$ cat src/verilog/pwd_map.svh
`ifndef PWD_MAP_SVH
`define PWD_MAP_SVH

// ----------------------------------------------------------------------
// Time base
// ----------------------------------------------------------------------
// Core clock rate in MHz, so one microsecond is this many cycles.
`define PWD_CLK_MHZ 100
// Width of the shared interval counter; 96 ms needs 24 bits.
`define PWD_CNT_W 24

// ----------------------------------------------------------------------
// Intervals in microseconds, typical figures
// ----------------------------------------------------------------------
`define PWD_RST_DLY_SLOW_US 16500
`define PWD_RST_DLY_FAST_US 8500
`define PWD_IGNORE_US 16000
`define PWD_PERIOD_96_US 96000
`define PWD_PERIOD_48_US 48000
`define PWD_PERIOD_32_US 32000
`define PWD_PERIOD_16_US 16000
`define PWD_ALARM_LOW_US 8000
`define PWD_DIS_FILT_MIN_US 100
`define PWD_DIS_FILT_MAX_US 500
`define PWD_DIS_FILT_US 300
`define PWD_STRAP_HOLD_US 150

// ----------------------------------------------------------------------
// Interval lengths in core clock cycles
// ----------------------------------------------------------------------
`define PWD_RST_DLY_SLOW_CYC 24'(`PWD_RST_DLY_SLOW_US * `PWD_CLK_MHZ)
`define PWD_RST_DLY_FAST_CYC 24'(`PWD_RST_DLY_FAST_US * `PWD_CLK_MHZ)
`define PWD_IGNORE_CYC 24'(`PWD_IGNORE_US * `PWD_CLK_MHZ)
`define PWD_PERIOD_96_CYC 24'(`PWD_PERIOD_96_US * `PWD_CLK_MHZ)
`define PWD_PERIOD_48_CYC 24'(`PWD_PERIOD_48_US * `PWD_CLK_MHZ)
`define PWD_PERIOD_32_CYC 24'(`PWD_PERIOD_32_US * `PWD_CLK_MHZ)
`define PWD_PERIOD_16_CYC 24'(`PWD_PERIOD_16_US * `PWD_CLK_MHZ)
`define PWD_ALARM_LOW_CYC 24'(`PWD_ALARM_LOW_US * `PWD_CLK_MHZ)
`define PWD_DIS_FILT_CYC 24'(`PWD_DIS_FILT_US * `PWD_CLK_MHZ)
`define PWD_STRAP_HOLD_CYC 24'(`PWD_STRAP_HOLD_US * `PWD_CLK_MHZ)

// ----------------------------------------------------------------------
// Reset values
// ----------------------------------------------------------------------
`define PWD_CNT_RST 24'h00_0000
`define PWD_SYNC_RST 5'h00

`endif

$ cat src/verilog/pwd_pkg.sv
`include "pwd_map.svh"

package pwd_pkg;

    // ------------------------------------------------------------------
    // Watchdog states, Gray coded along the usual path.
    // ------------------------------------------------------------------
    typedef enum logic [2:0] {
        PWD_RST_DLY = 3'h0,
        PWD_IGNORE = 3'h1,
        PWD_TRIGGER = 3'h3,
        PWD_ALARM = 3'h2,
        PWD_WAIT_HIGH = 3'h6,
        PWD_DISABLED = 3'h7
    } pwd_state_t;

    // ------------------------------------------------------------------
    // Trigger period selection, coded as {select_b, select_a}.
    // ------------------------------------------------------------------
    typedef enum logic [1:0] {
        PWD_PER_96 = 2'h0,
        PWD_PER_48 = 2'h1,
        PWD_PER_32 = 2'h2,
        PWD_PER_16 = 2'h3
    } pwd_period_t;

    typedef logic [`PWD_CNT_W-1:0] pwd_count_t;

endpackage

$ cat src/verilog/pwd_sync.sv
`timescale 1ns/1ns
`default_nettype none
`include "pwd_map.svh"

// ----------------------------------------------------------------------
// Two-stage synchroniser for a group of pin levels
// ----------------------------------------------------------------------
module pwd_sync
(
    // Clock and reset.
    input wire logic core_clk_in,
    input wire logic rst_in,
    // Asynchronous levels and their synchronised copies.
    input wire logic [4:0] async_in,
    output logic [4:0] sync_out
);

    logic [4:0] meta_reg;
    logic [4:0] sync_reg;

    // Only the second stage may be read; the first can be metastable.
    always_ff @(posedge core_clk_in or posedge rst_in)
    begin
        if (rst_in)
        begin
            meta_reg <= `PWD_SYNC_RST;
            sync_reg <= `PWD_SYNC_RST;
        end
        else
        begin
            meta_reg <= async_in;
            sync_reg <= meta_reg;
        end
    end

    assign sync_out = sync_reg;

endmodule

`default_nettype wire

$ cat src/verilog/pwd_top.sv
`timescale 1ns/1ns
`default_nettype none
`include "pwd_map.svh"

// What this block does
// No trigger within period pulls alarm low.
// Intervals from own clock; straps pick period.
// Alarm separate from reset; both drive low.
// New strap period applies from next period.
// Reset held low for reset delay.
// Alarm release starts the ignore interval.
// Ignore expiry starts trigger period timing.
// Falling trigger edge restarts period, no alarm.
// Controller triggers fast enough for period.
// Straps select 96, 48, 32, 16 ms.
// Alarm held low 8 ms then released.
// Alarm is open drain, pulled up.
// Controller holds trigger phases at least 1 us.
// Disable band level disables the watchdog.
// Disable filter: ignore short, act on long.
// Leaving disable restarts with ignore interval.
// Disabled keeps alarm high after running alarm.
// Strap changes near period boundary are ignored.
// Trigger synchronised; one edge, one restart.
// Watchdog idle until reset delay ends.
module pwd_top
    import pwd_pkg::*;
#(
    parameter pwd_count_t RST_DLY_SLOW_CYC = `PWD_RST_DLY_SLOW_CYC,
    parameter pwd_count_t RST_DLY_FAST_CYC = `PWD_RST_DLY_FAST_CYC,
    parameter pwd_count_t IGNORE_CYC = `PWD_IGNORE_CYC,
    parameter pwd_count_t PERIOD_96_CYC = `PWD_PERIOD_96_CYC,
    parameter pwd_count_t PERIOD_48_CYC = `PWD_PERIOD_48_CYC,
    parameter pwd_count_t PERIOD_32_CYC = `PWD_PERIOD_32_CYC,
    parameter pwd_count_t PERIOD_16_CYC = `PWD_PERIOD_16_CYC,
    parameter pwd_count_t ALARM_LOW_CYC = `PWD_ALARM_LOW_CYC,
    parameter pwd_count_t DIS_FILT_CYC = `PWD_DIS_FILT_CYC,
    parameter pwd_count_t STRAP_HOLD_CYC = `PWD_STRAP_HOLD_CYC
)
(
    // Clock and reset.
    input wire logic core_clk_in,
    input wire logic rst_in,
    // Trigger pin and its disable band comparator.
    input wire logic trigger_in,
    input wire logic trigger_disable_in,
    // Period select straps.
    input wire logic period_select_a_in,
    input wire logic period_select_b_in,
    // Open-drain alarm pin.
    input wire logic alarm_out_n_in,
    output logic alarm_out_n_out,
    output logic alarm_out_n_oe_out,
    // Open-drain reset pin.
    output logic reset_out_n_out,
    output logic reset_out_n_oe_out
);

    // ------------------------------------------------------------------
    // Declarations
    // ------------------------------------------------------------------
    logic [4:0] pins_sync;
    logic trig_sync;
    logic dis_sync;
    logic sela_sync;
    logic selb_sync;
    logic alarm_pin_sync;

    logic trig_prev_reg;
    logic trig_fall;

    logic dis_state_reg;
    logic dis_state_next;
    pwd_count_t dis_cnt_reg;
    pwd_count_t dis_cnt_next;
    logic dis_filt_done;

    pwd_period_t strap_pair;
    pwd_period_t strap_cand_reg;
    pwd_period_t strap_ok_reg;
    pwd_period_t strap_ok_next;
    pwd_count_t strap_cnt_reg;
    pwd_count_t strap_cnt_next;
    logic strap_held;

    pwd_period_t period_reg;
    pwd_period_t period_next;
    pwd_count_t period_len;
    pwd_count_t rst_dly_len;

    pwd_state_t state_reg;
    pwd_state_t state_next;
    pwd_count_t cnt_reg;
    pwd_count_t cnt_next;

    logic alarm_oe_reg;
    logic reset_oe_reg;

    // ------------------------------------------------------------------
    // Period decoding
    // ------------------------------------------------------------------
    // Typical trigger period for a strap setting.
    function automatic pwd_count_t period_cycles(input pwd_period_t sel);
        pwd_count_t len;
        case (sel)
            PWD_PER_96: len = PERIOD_96_CYC;
            PWD_PER_48: len = PERIOD_48_CYC;
            PWD_PER_32: len = PERIOD_32_CYC;
            PWD_PER_16: len = PERIOD_16_CYC;
            default: len = PERIOD_96_CYC;
        endcase
        return len;
    endfunction

    // ------------------------------------------------------------------
    // Pin synchronisation
    // ------------------------------------------------------------------
    // Every pin level passes two flip-flops before use.
    pwd_sync u_sync
    (
        .core_clk_in(core_clk_in),
        .rst_in(rst_in),
        .async_in({alarm_out_n_in, period_select_b_in,
                   period_select_a_in, trigger_disable_in, trigger_in}),
        .sync_out(pins_sync)
    );

    assign trig_sync = pins_sync[0];
    assign dis_sync = pins_sync[1];
    assign sela_sync = pins_sync[2];
    assign selb_sync = pins_sync[3];
    assign alarm_pin_sync = pins_sync[4];

    // ------------------------------------------------------------------
    // Trigger edge detection
    // ------------------------------------------------------------------
    // One cycle of history gives exactly one pulse per falling edge.
    always_ff @(posedge core_clk_in or posedge rst_in)
    begin
        if (rst_in)
            trig_prev_reg <= 1'b0;
        else
            trig_prev_reg <= trig_sync;
    end

    assign trig_fall = trig_prev_reg & ~trig_sync;

    // ------------------------------------------------------------------
    // Disable band filter
    // ------------------------------------------------------------------
    // The filtered state flips only after the new level has stood for
    // the whole filter time, so short glitches are lost on purpose.
    assign dis_filt_done = (dis_cnt_reg == DIS_FILT_CYC - 24'h00_0001);
    assign dis_cnt_next = (dis_sync == dis_state_reg || dis_filt_done)
                          ? `PWD_CNT_RST
                          : dis_cnt_reg + 24'h00_0001;
    assign dis_state_next = (dis_sync != dis_state_reg && dis_filt_done)
                            ? dis_sync : dis_state_reg;

    always_ff @(posedge core_clk_in or posedge rst_in)
    begin
        if (rst_in)
        begin
            dis_state_reg <= 1'b0;
            dis_cnt_reg <= `PWD_CNT_RST;
        end
        else
        begin
            dis_state_reg <= dis_state_next;
            dis_cnt_reg <= dis_cnt_next;
        end
    end

    // ------------------------------------------------------------------
    // Strap qualification
    // ------------------------------------------------------------------
    // A strap pair counts only once it has been steady for the hold
    // time, so a change just before a period boundary is not taken.
    assign strap_pair = pwd_period_t'({selb_sync, sela_sync});
    assign strap_held = (strap_cnt_reg == STRAP_HOLD_CYC);
    assign strap_cnt_next = (strap_pair != strap_cand_reg)
                            ? `PWD_CNT_RST
                            : (strap_held ? strap_cnt_reg
                                          : strap_cnt_reg + 24'h00_0001);
    assign strap_ok_next = strap_held ? strap_cand_reg
                                      : strap_ok_reg;

    always_ff @(posedge core_clk_in or posedge rst_in)
    begin
        if (rst_in)
        begin
            strap_cand_reg <= PWD_PER_96;
            strap_ok_reg <= PWD_PER_96;
            strap_cnt_reg <= `PWD_CNT_RST;
        end
        else
        begin
            strap_cand_reg <= strap_pair;
            strap_ok_reg <= strap_ok_next;
            strap_cnt_reg <= strap_cnt_next;
        end
    end

    // ------------------------------------------------------------------
    // Interval lengths
    // ------------------------------------------------------------------
    // The active period is latched at each period start and nowhere
    // else, so a strap change never stretches a running period.
    assign period_len = period_cycles(period_reg);
    assign rst_dly_len = sela_sync ? RST_DLY_FAST_CYC : RST_DLY_SLOW_CYC;

    // ------------------------------------------------------------------
    // Watchdog sequencer
    // ------------------------------------------------------------------
    // One counter serves every sequencer interval; it clears on each state entry.
    always_comb
    begin
        state_next = state_reg;
        cnt_next = cnt_reg + 24'h00_0001;
        period_next = period_reg;
        case (state_reg)
            PWD_RST_DLY:
            begin
                // Nothing is watched until the reset delay is over.
                if (cnt_reg >= rst_dly_len - 24'h00_0001)
                begin
                    state_next = PWD_IGNORE;
                    cnt_next = `PWD_CNT_RST;
                end
            end
            PWD_IGNORE:
            begin
                if (dis_state_reg)
                begin
                    state_next = PWD_DISABLED;
                    cnt_next = `PWD_CNT_RST;
                end
                else if (cnt_reg == IGNORE_CYC - 24'h00_0001)
                begin
                    state_next = PWD_TRIGGER;
                    cnt_next = `PWD_CNT_RST;
                    period_next = strap_ok_reg;
                end
            end
            PWD_TRIGGER:
            begin
                if (dis_state_reg)
                begin
                    state_next = PWD_DISABLED;
                    cnt_next = `PWD_CNT_RST;
                end
                else if (trig_fall)
                begin
                    cnt_next = `PWD_CNT_RST;
                    period_next = strap_ok_reg;
                end
                else if (cnt_reg == period_len - 24'h00_0001)
                begin
                    state_next = PWD_ALARM;
                    cnt_next = `PWD_CNT_RST;
                end
            end
            PWD_ALARM:
            begin
                // The low time always runs out, disabled or not.
                if (cnt_reg == ALARM_LOW_CYC - 24'h00_0001)
                begin
                    state_next = PWD_WAIT_HIGH;
                    cnt_next = `PWD_CNT_RST;
                end
            end
            PWD_WAIT_HIGH:
            begin
                // Wait for the pin to really rise; a wired-OR partner
                // may still hold it low.
                cnt_next = `PWD_CNT_RST;
                if (alarm_pin_sync)
                    state_next = dis_state_reg ? PWD_DISABLED
                                               : PWD_IGNORE;
            end
            PWD_DISABLED:
            begin
                cnt_next = `PWD_CNT_RST;
                if (!dis_state_reg)
                    state_next = PWD_IGNORE;
            end
            default:
            begin
                state_next = PWD_RST_DLY;
                cnt_next = `PWD_CNT_RST;
            end
        endcase
    end

    always_ff @(posedge core_clk_in or posedge rst_in)
    begin
        if (rst_in)
        begin
            state_reg <= PWD_RST_DLY;
            cnt_reg <= `PWD_CNT_RST;
            period_reg <= PWD_PER_96;
        end
        else
        begin
            state_reg <= state_next;
            cnt_reg <= cnt_next;
            period_reg <= period_next;
        end
    end

    // ------------------------------------------------------------------
    // Open-drain pin drivers
    // ------------------------------------------------------------------
    // Enables come from flip-flops so the pins never glitch low.
    always_ff @(posedge core_clk_in or posedge rst_in)
    begin
        if (rst_in)
        begin
            alarm_oe_reg <= 1'b0;
            reset_oe_reg <= 1'b1;
        end
        else
        begin
            alarm_oe_reg <= (state_next == PWD_ALARM);
            reset_oe_reg <= (state_next == PWD_RST_DLY);
        end
    end

    // Both pins only ever pull low; the pull-up makes the high level.
    assign alarm_out_n_out = 1'b0;
    assign alarm_out_n_oe_out = alarm_oe_reg;
    assign reset_out_n_out = 1'b0;
    assign reset_out_n_oe_out = reset_oe_reg;

endmodule

`default_nettype wire

$ cat config.mk
export PLATFORM = sky130hd
export DESIGN_NAME = pwd_top
export DESIGN_NICKNAME = d
export VERILOG_FILES = /design/src/verilog/pwd_pkg.sv /design/src/verilog/pwd_sync.sv /design/src/verilog/pwd_top.sv
export VERILOG_INCLUDE_DIRS = /design/src /design/src/verilog
export SDC_FILE = /design/constraint.sdc
export NUM_CORES = 1
export LEC_CHECK = 0
export BUFFER_PORTS_ARGS = -buffer_cell sky130_fd_sc_hd__buf_2
export CAP_MARGIN = 20
export CELL_PAD_IN_SITES_DETAIL_PLACEMENT = 0
export CELL_PAD_IN_SITES_GLOBAL_PLACEMENT = 2
export CORE_MARGIN = 10
export CORE_UTILIZATION = 44
export CTS_CLUSTER_DIAMETER = 100
export DETAILED_ROUTE_END_ITERATION = 10
export PLACE_DENSITY = 0.86
export SYNTH_ARGS = -nofsm -noshare
export SYNTH_HDL_FRONTEND = slang
export SYNTH_HIERARCHICAL = 1
export SYNTH_SLANG_ARGS = --single-unit
$ cat constraint.sdc
create_clock -name core_clk_in -period 8.6 [get_ports core_clk_in]
set_input_delay 1.72 -clock core_clk_in [delete_from_list [all_inputs] [get_ports core_clk_in]]
set_output_delay 1.72 -clock core_clk_in [all_outputs]
set_load 0.03 [all_outputs]
==> summary.txt <==
======================================================================================
Run status                                                                finished, final reports clean
Worst VDD drop                                                              0.08386 mV
Final setup violation count                                                          0
Number of standard cells after synthesis                                           494
Global-route wire length before repair                                       16,800 um
Mean instance size in the synthesized netlist                              9.817 sq um
Maximum capacitance violations                                                       0
Launch instance of the worst min-delay path                               u_sync/meta_reg[3]
Clock power share                                                                0.375
Cts bufs inserted                                                                    9
Maximum count of clock buffers along a single path                                   2
Post-place instance area                                                  0.004992 sq mm
H-tree depth                                                                         3
Tot GR Track Use                                                                0.1266
Number of setup buffers added after CTS                                              0
Clock tree from TritonCTS                                                         done
Kind of end point of the critical path                                        register
Number of instances in the placed design                                           628
Total length of routed wires                                                   9687 um
Part of the power in combinational logic                                         0.036
Worst Setup Slack post-DPL                                                    5.743 ns
Post-route fraction of the period consumed by the critical path                 0.3304
Setup TNS Final                                                                   0 ns
Register bit count reported by yosys                                                95
Internal Pwr Total                                                           0.5982 mW
Violation count after the first detailed-route iteration                           215
Top layer in use                                                                  met4
Detail Route met3 WL                                                            300 um
Worst min path class                                                        reg -> reg
Number of antenna repair diodes                                                      0
Part of the Yosys area used for sequential elements                             0.4905
Worst setup margin                                                            5.758 ns
I/O Buffers                                                                          8
Clock sink count                                                                    95
Clock Root Buffer                                                         sky130_fd_sc_hd__clkbuf_8
Maximum fanout encountered on the critical timing path                              24
Count of nets left with antenna violations after detail routing                      0
Area of the mapped netlist                                                0.004850 sq mm
Final Hold Vio Count                                                                 0
Die height                                                                    125.0 um
Fin crit period                                                               2.842 ns
Area used by sequential logic in the layout                               0.002379 sq mm
Startpoint type of the worst setup path                                       register
Bufs and invs on worst path                                                          0
Crit Path Category                                                          reg -> reg
Chip Width                                                                    125.0 um
Biggest area contributors in the synthesized netlist                      sky130_fd_sc_hd__dfrtp_1, sky130_fd_sc_hd__xor2_1, sky130_fd_sc_hd__nor2_1, sky130_fd_sc_hd__xnor2_1, sky130_fd_sc_hd__nand3_1
Clock transition at path regs                                                  0.09 ns
CP top delay family                                                       compound AO/OA/AOI/OAI gates
Switch share                                                                    0.2256
Highest clock frequency the design can meet                                 0.3519 GHz
Final Util                                                                      0.4824
RSZ-0062 raised after global routing                                             false
Design Area, Final                                                        0.005206 sq mm
Grt total ovfl                                                                       0
Pins over their slew limit                                                           0
Synth area leader                                                         sky130_fd_sc_hd__dfrtp_1
Die area                                                                  0.01562 sq mm
Post-Layout Cell Count                                                             643
Total chip power                                                             0.7725 mW
Minimum setup slack among reg-to-reg paths                                     5.76 ns
Prevailing post-synth register cell                                       sky130_fd_sc_hd__dfrtp_1
Count of distinct cell types in the synthesized netlist                             51
Ratio of total power to cell area                                         148.4 mW/mm^2
Via count                                                                        3,483
Std-Cell Core Area                                                        0.01079 sq mm
Post-detailed-placement half-perimeter wirelength                              6701 um
Worst rel slew slack                                                            0.2873
Library cell contributing the largest single delay on the critical path   sky130_fd_sc_hd__a211oi_4
Launch point of the critical path                                           cnt_reg[0]
Required time reported for the critical path endpoint                          8.81 ns
Share of flip-flops with an asynchronous set or reset after synthesis            1.000
Number of antenna violations at the first check in global routing                    0
Data arrival time of the critical path                                         3.05 ns
Initial Util                                                                    0.4493
Pin count of the biggest net entering global routing                                86
Cell Chain, Critical Path                                                 ha_1 > and3_1 > and4_1 > o2111a_1 > nand4_1 > a211oi_4 > nor2_1
DR WL met2                                                                     4441 um
Leak pwr                                                                      2.250 nW
Seq pwr share                                                                    0.589
Layout cell share with drive strength beyond 1                                 0.07753
DR pass1 iterations                                                                  5
Clock latency at the later pin of the worst-skew pair                          0.37 ns
Average vias per placed instance                                                 5.417
Worst clock skew on the final layout                                       0.007575 ns
Filler cell count in the final layout                                            1,055
Number of synthesized flops with an enable pin                                       0
Area growth, synth to finish                                                    7.353%
Number of gates resized after CTS                                                    0
Highest cell delay on the worst timing path                                    0.98 ns
Nets                                                                               519
Area taken by multi-input logic gates                                     0.002341 sq mm
Slew of the pin with the lowest slew margin                                   1.066 ns
Net Sw Power                                                                 0.1743 mW
Count of standard-cell rows                                                         38
Count of yosys warnings during synthesis                                             6
Tightest hold margin                                                         0.3553 ns
Via count of the first global-routing pass                                       3,460
Average wire length per cell after detail routing                             15.07 um
CTS hold repair buffers                                                              0
M1 wire length                                                                 4802 um
Critical register-to-register path startpoint                               cnt_reg[0]
DRC violations left                                                                  0
Share of the synthesized area in the top cell type                              0.4850
Num ports                                                                           11
RD Place Congestion                                                             0.7969
======================================================================================
[metal layers]
metal	vias up	track usage
li1	1702	-
met1	1725	0.1724
met2	40	0.1944
met3	16	0.02577
met4	0	0.04675
met5	-	0
[placed cells by master, fill, tap and decap left out, types with 3 or more instances in the layout]
cell type	netlist	final
sky130_fd_sc_hd__or3_1	6	6
sky130_fd_sc_hd__mux2_2	4	4
sky130_fd_sc_hd__nor4b_1	4	4
sky130_fd_sc_hd__nor2b_1	7	7
sky130_fd_sc_hd__o21ai_0	9	9
sky130_fd_sc_hd__ha_1	12	12
sky130_fd_sc_hd__xor2_1	38	38
sky130_fd_sc_hd__nor2_1	84	84
sky130_fd_sc_hd__mux2i_1	3	3
sky130_fd_sc_hd__or2_2	4	4
sky130_fd_sc_hd__a21oi_1	10	10
sky130_fd_sc_hd__inv_1	13	12
sky130_fd_sc_hd__xnor2_1	28	28
sky130_fd_sc_hd__nand2b_1	7	7
sky130_fd_sc_hd__nand4_1	12	12
sky130_fd_sc_hd__nand2_1	32	32
sky130_fd_sc_hd__nor4_1	8	8
sky130_fd_sc_hd__clkbuf_8	0	10
sky130_fd_sc_hd__nand3_1	36	36
sky130_fd_sc_hd__buf_2	2	8
sky130_fd_sc_hd__dfrtp_1	94	94
sky130_fd_sc_hd__and4_1	10	10
sky130_fd_sc_hd__and3_1	15	15
sky130_fd_sc_hd__o211ai_1	3	3
sky130_fd_sc_hd__nand3b_1	3	3
sky130_fd_sc_hd__nor3_1	10	10
[final timing paths]
kind | endpoint | cells after the start
max | cnt_reg[22] | 7
min | u_sync/sync_out[3] | 0
max reg2reg | cnt_reg[22] | 7
min reg2reg | u_sync/sync_out[3] | 0
max in group asynchronous | reset_out_n_oe_out | 4
min in group asynchronous | u_sync/meta_reg[1] | 2
[cell type report]
type                    instances  area share
well taps                     140     0.03365
repair buffers                 10     0.01442
clock buffers                  11     0.02716
clock inverters                 3    0.008652
inverters                      13    0.009613
flip-flops and latches         95      0.4569
multi-input cells             371      0.4497
[power groups by stage]
stage / logic, mW / clock network (mW) / registers, mW
6_report: 0.0275 / 0.290 / 0.455
5_1_grt: 0.0316 / 0.317 / 0.456
4_1_cts: 0.0272 / 0.300 / 0.455
3_5_place_dp: 0.0271 / 0 / 0.464
3_3_place_gp: 0.0265 / 0 / 0.464
2_1_floorplan: 0.0207 / 0 / 0.463
[kinds of logic after synthesis]
| family | count (synthesis) | synth area share |
|---|---|---|
| flip-flops | 95 | 0.4905 |
| buffers and inverters | 29 | 0.02761 |
| other | 1 | 0.0007733 |
| adder cells (fa/ha/maj) | 12 | 0.03096 |
| multiplexers | 7 | 0.01548 |
| AND/OR/NAND/NOR | 248 | 0.2647 |
| AO/OA/AOI/OAI | 36 | 0.05083 |
| XOR/XNOR | 66 | 0.1192 |
[synth_stat cells, types with 2 or more instances]
| library cell | number |
|---|---|
| sky130_fd_sc_hd__nor4b_1 | 4 |
| sky130_fd_sc_hd__mux2i_1 | 3 |
| sky130_fd_sc_hd__nand3_1 | 36 |
| sky130_fd_sc_hd__mux2_2 | 4 |
| sky130_fd_sc_hd__buf_4 | 2 |
| sky130_fd_sc_hd__ha_1 | 12 |
| sky130_fd_sc_hd__a21oi_1 | 10 |
| sky130_fd_sc_hd__inv_1 | 13 |
| sky130_fd_sc_hd__clkbuf_1 | 10 |
| sky130_fd_sc_hd__o21a_1 | 2 |
| sky130_fd_sc_hd__xor2_1 | 38 |
| sky130_fd_sc_hd__nor2b_1 | 7 |
| sky130_fd_sc_hd__nand2b_1 | 7 |
| sky130_fd_sc_hd__o211ai_1 | 3 |
| sky130_fd_sc_hd__nor2_1 | 84 |
| sky130_fd_sc_hd__nor3b_1 | 2 |
| sky130_fd_sc_hd__nand3b_1 | 3 |
| sky130_fd_sc_hd__buf_2 | 2 |
| sky130_fd_sc_hd__nor3_1 | 10 |
| sky130_fd_sc_hd__or4_1 | 2 |
| sky130_fd_sc_hd__dfrtp_1 | 94 |
| sky130_fd_sc_hd__and4_1 | 10 |
| sky130_fd_sc_hd__nand2_1 | 32 |
| sky130_fd_sc_hd__nand4_1 | 12 |
| sky130_fd_sc_hd__xnor2_1 | 28 |
| sky130_fd_sc_hd__or3_1 | 6 |
| sky130_fd_sc_hd__or2_2 | 4 |
| sky130_fd_sc_hd__buf_6 | 2 |
| sky130_fd_sc_hd__o21ai_0 | 9 |
| sky130_fd_sc_hd__and3_1 | 15 |
| sky130_fd_sc_hd__nor4_1 | 8 |
Power figures use the tool's default switching activity.
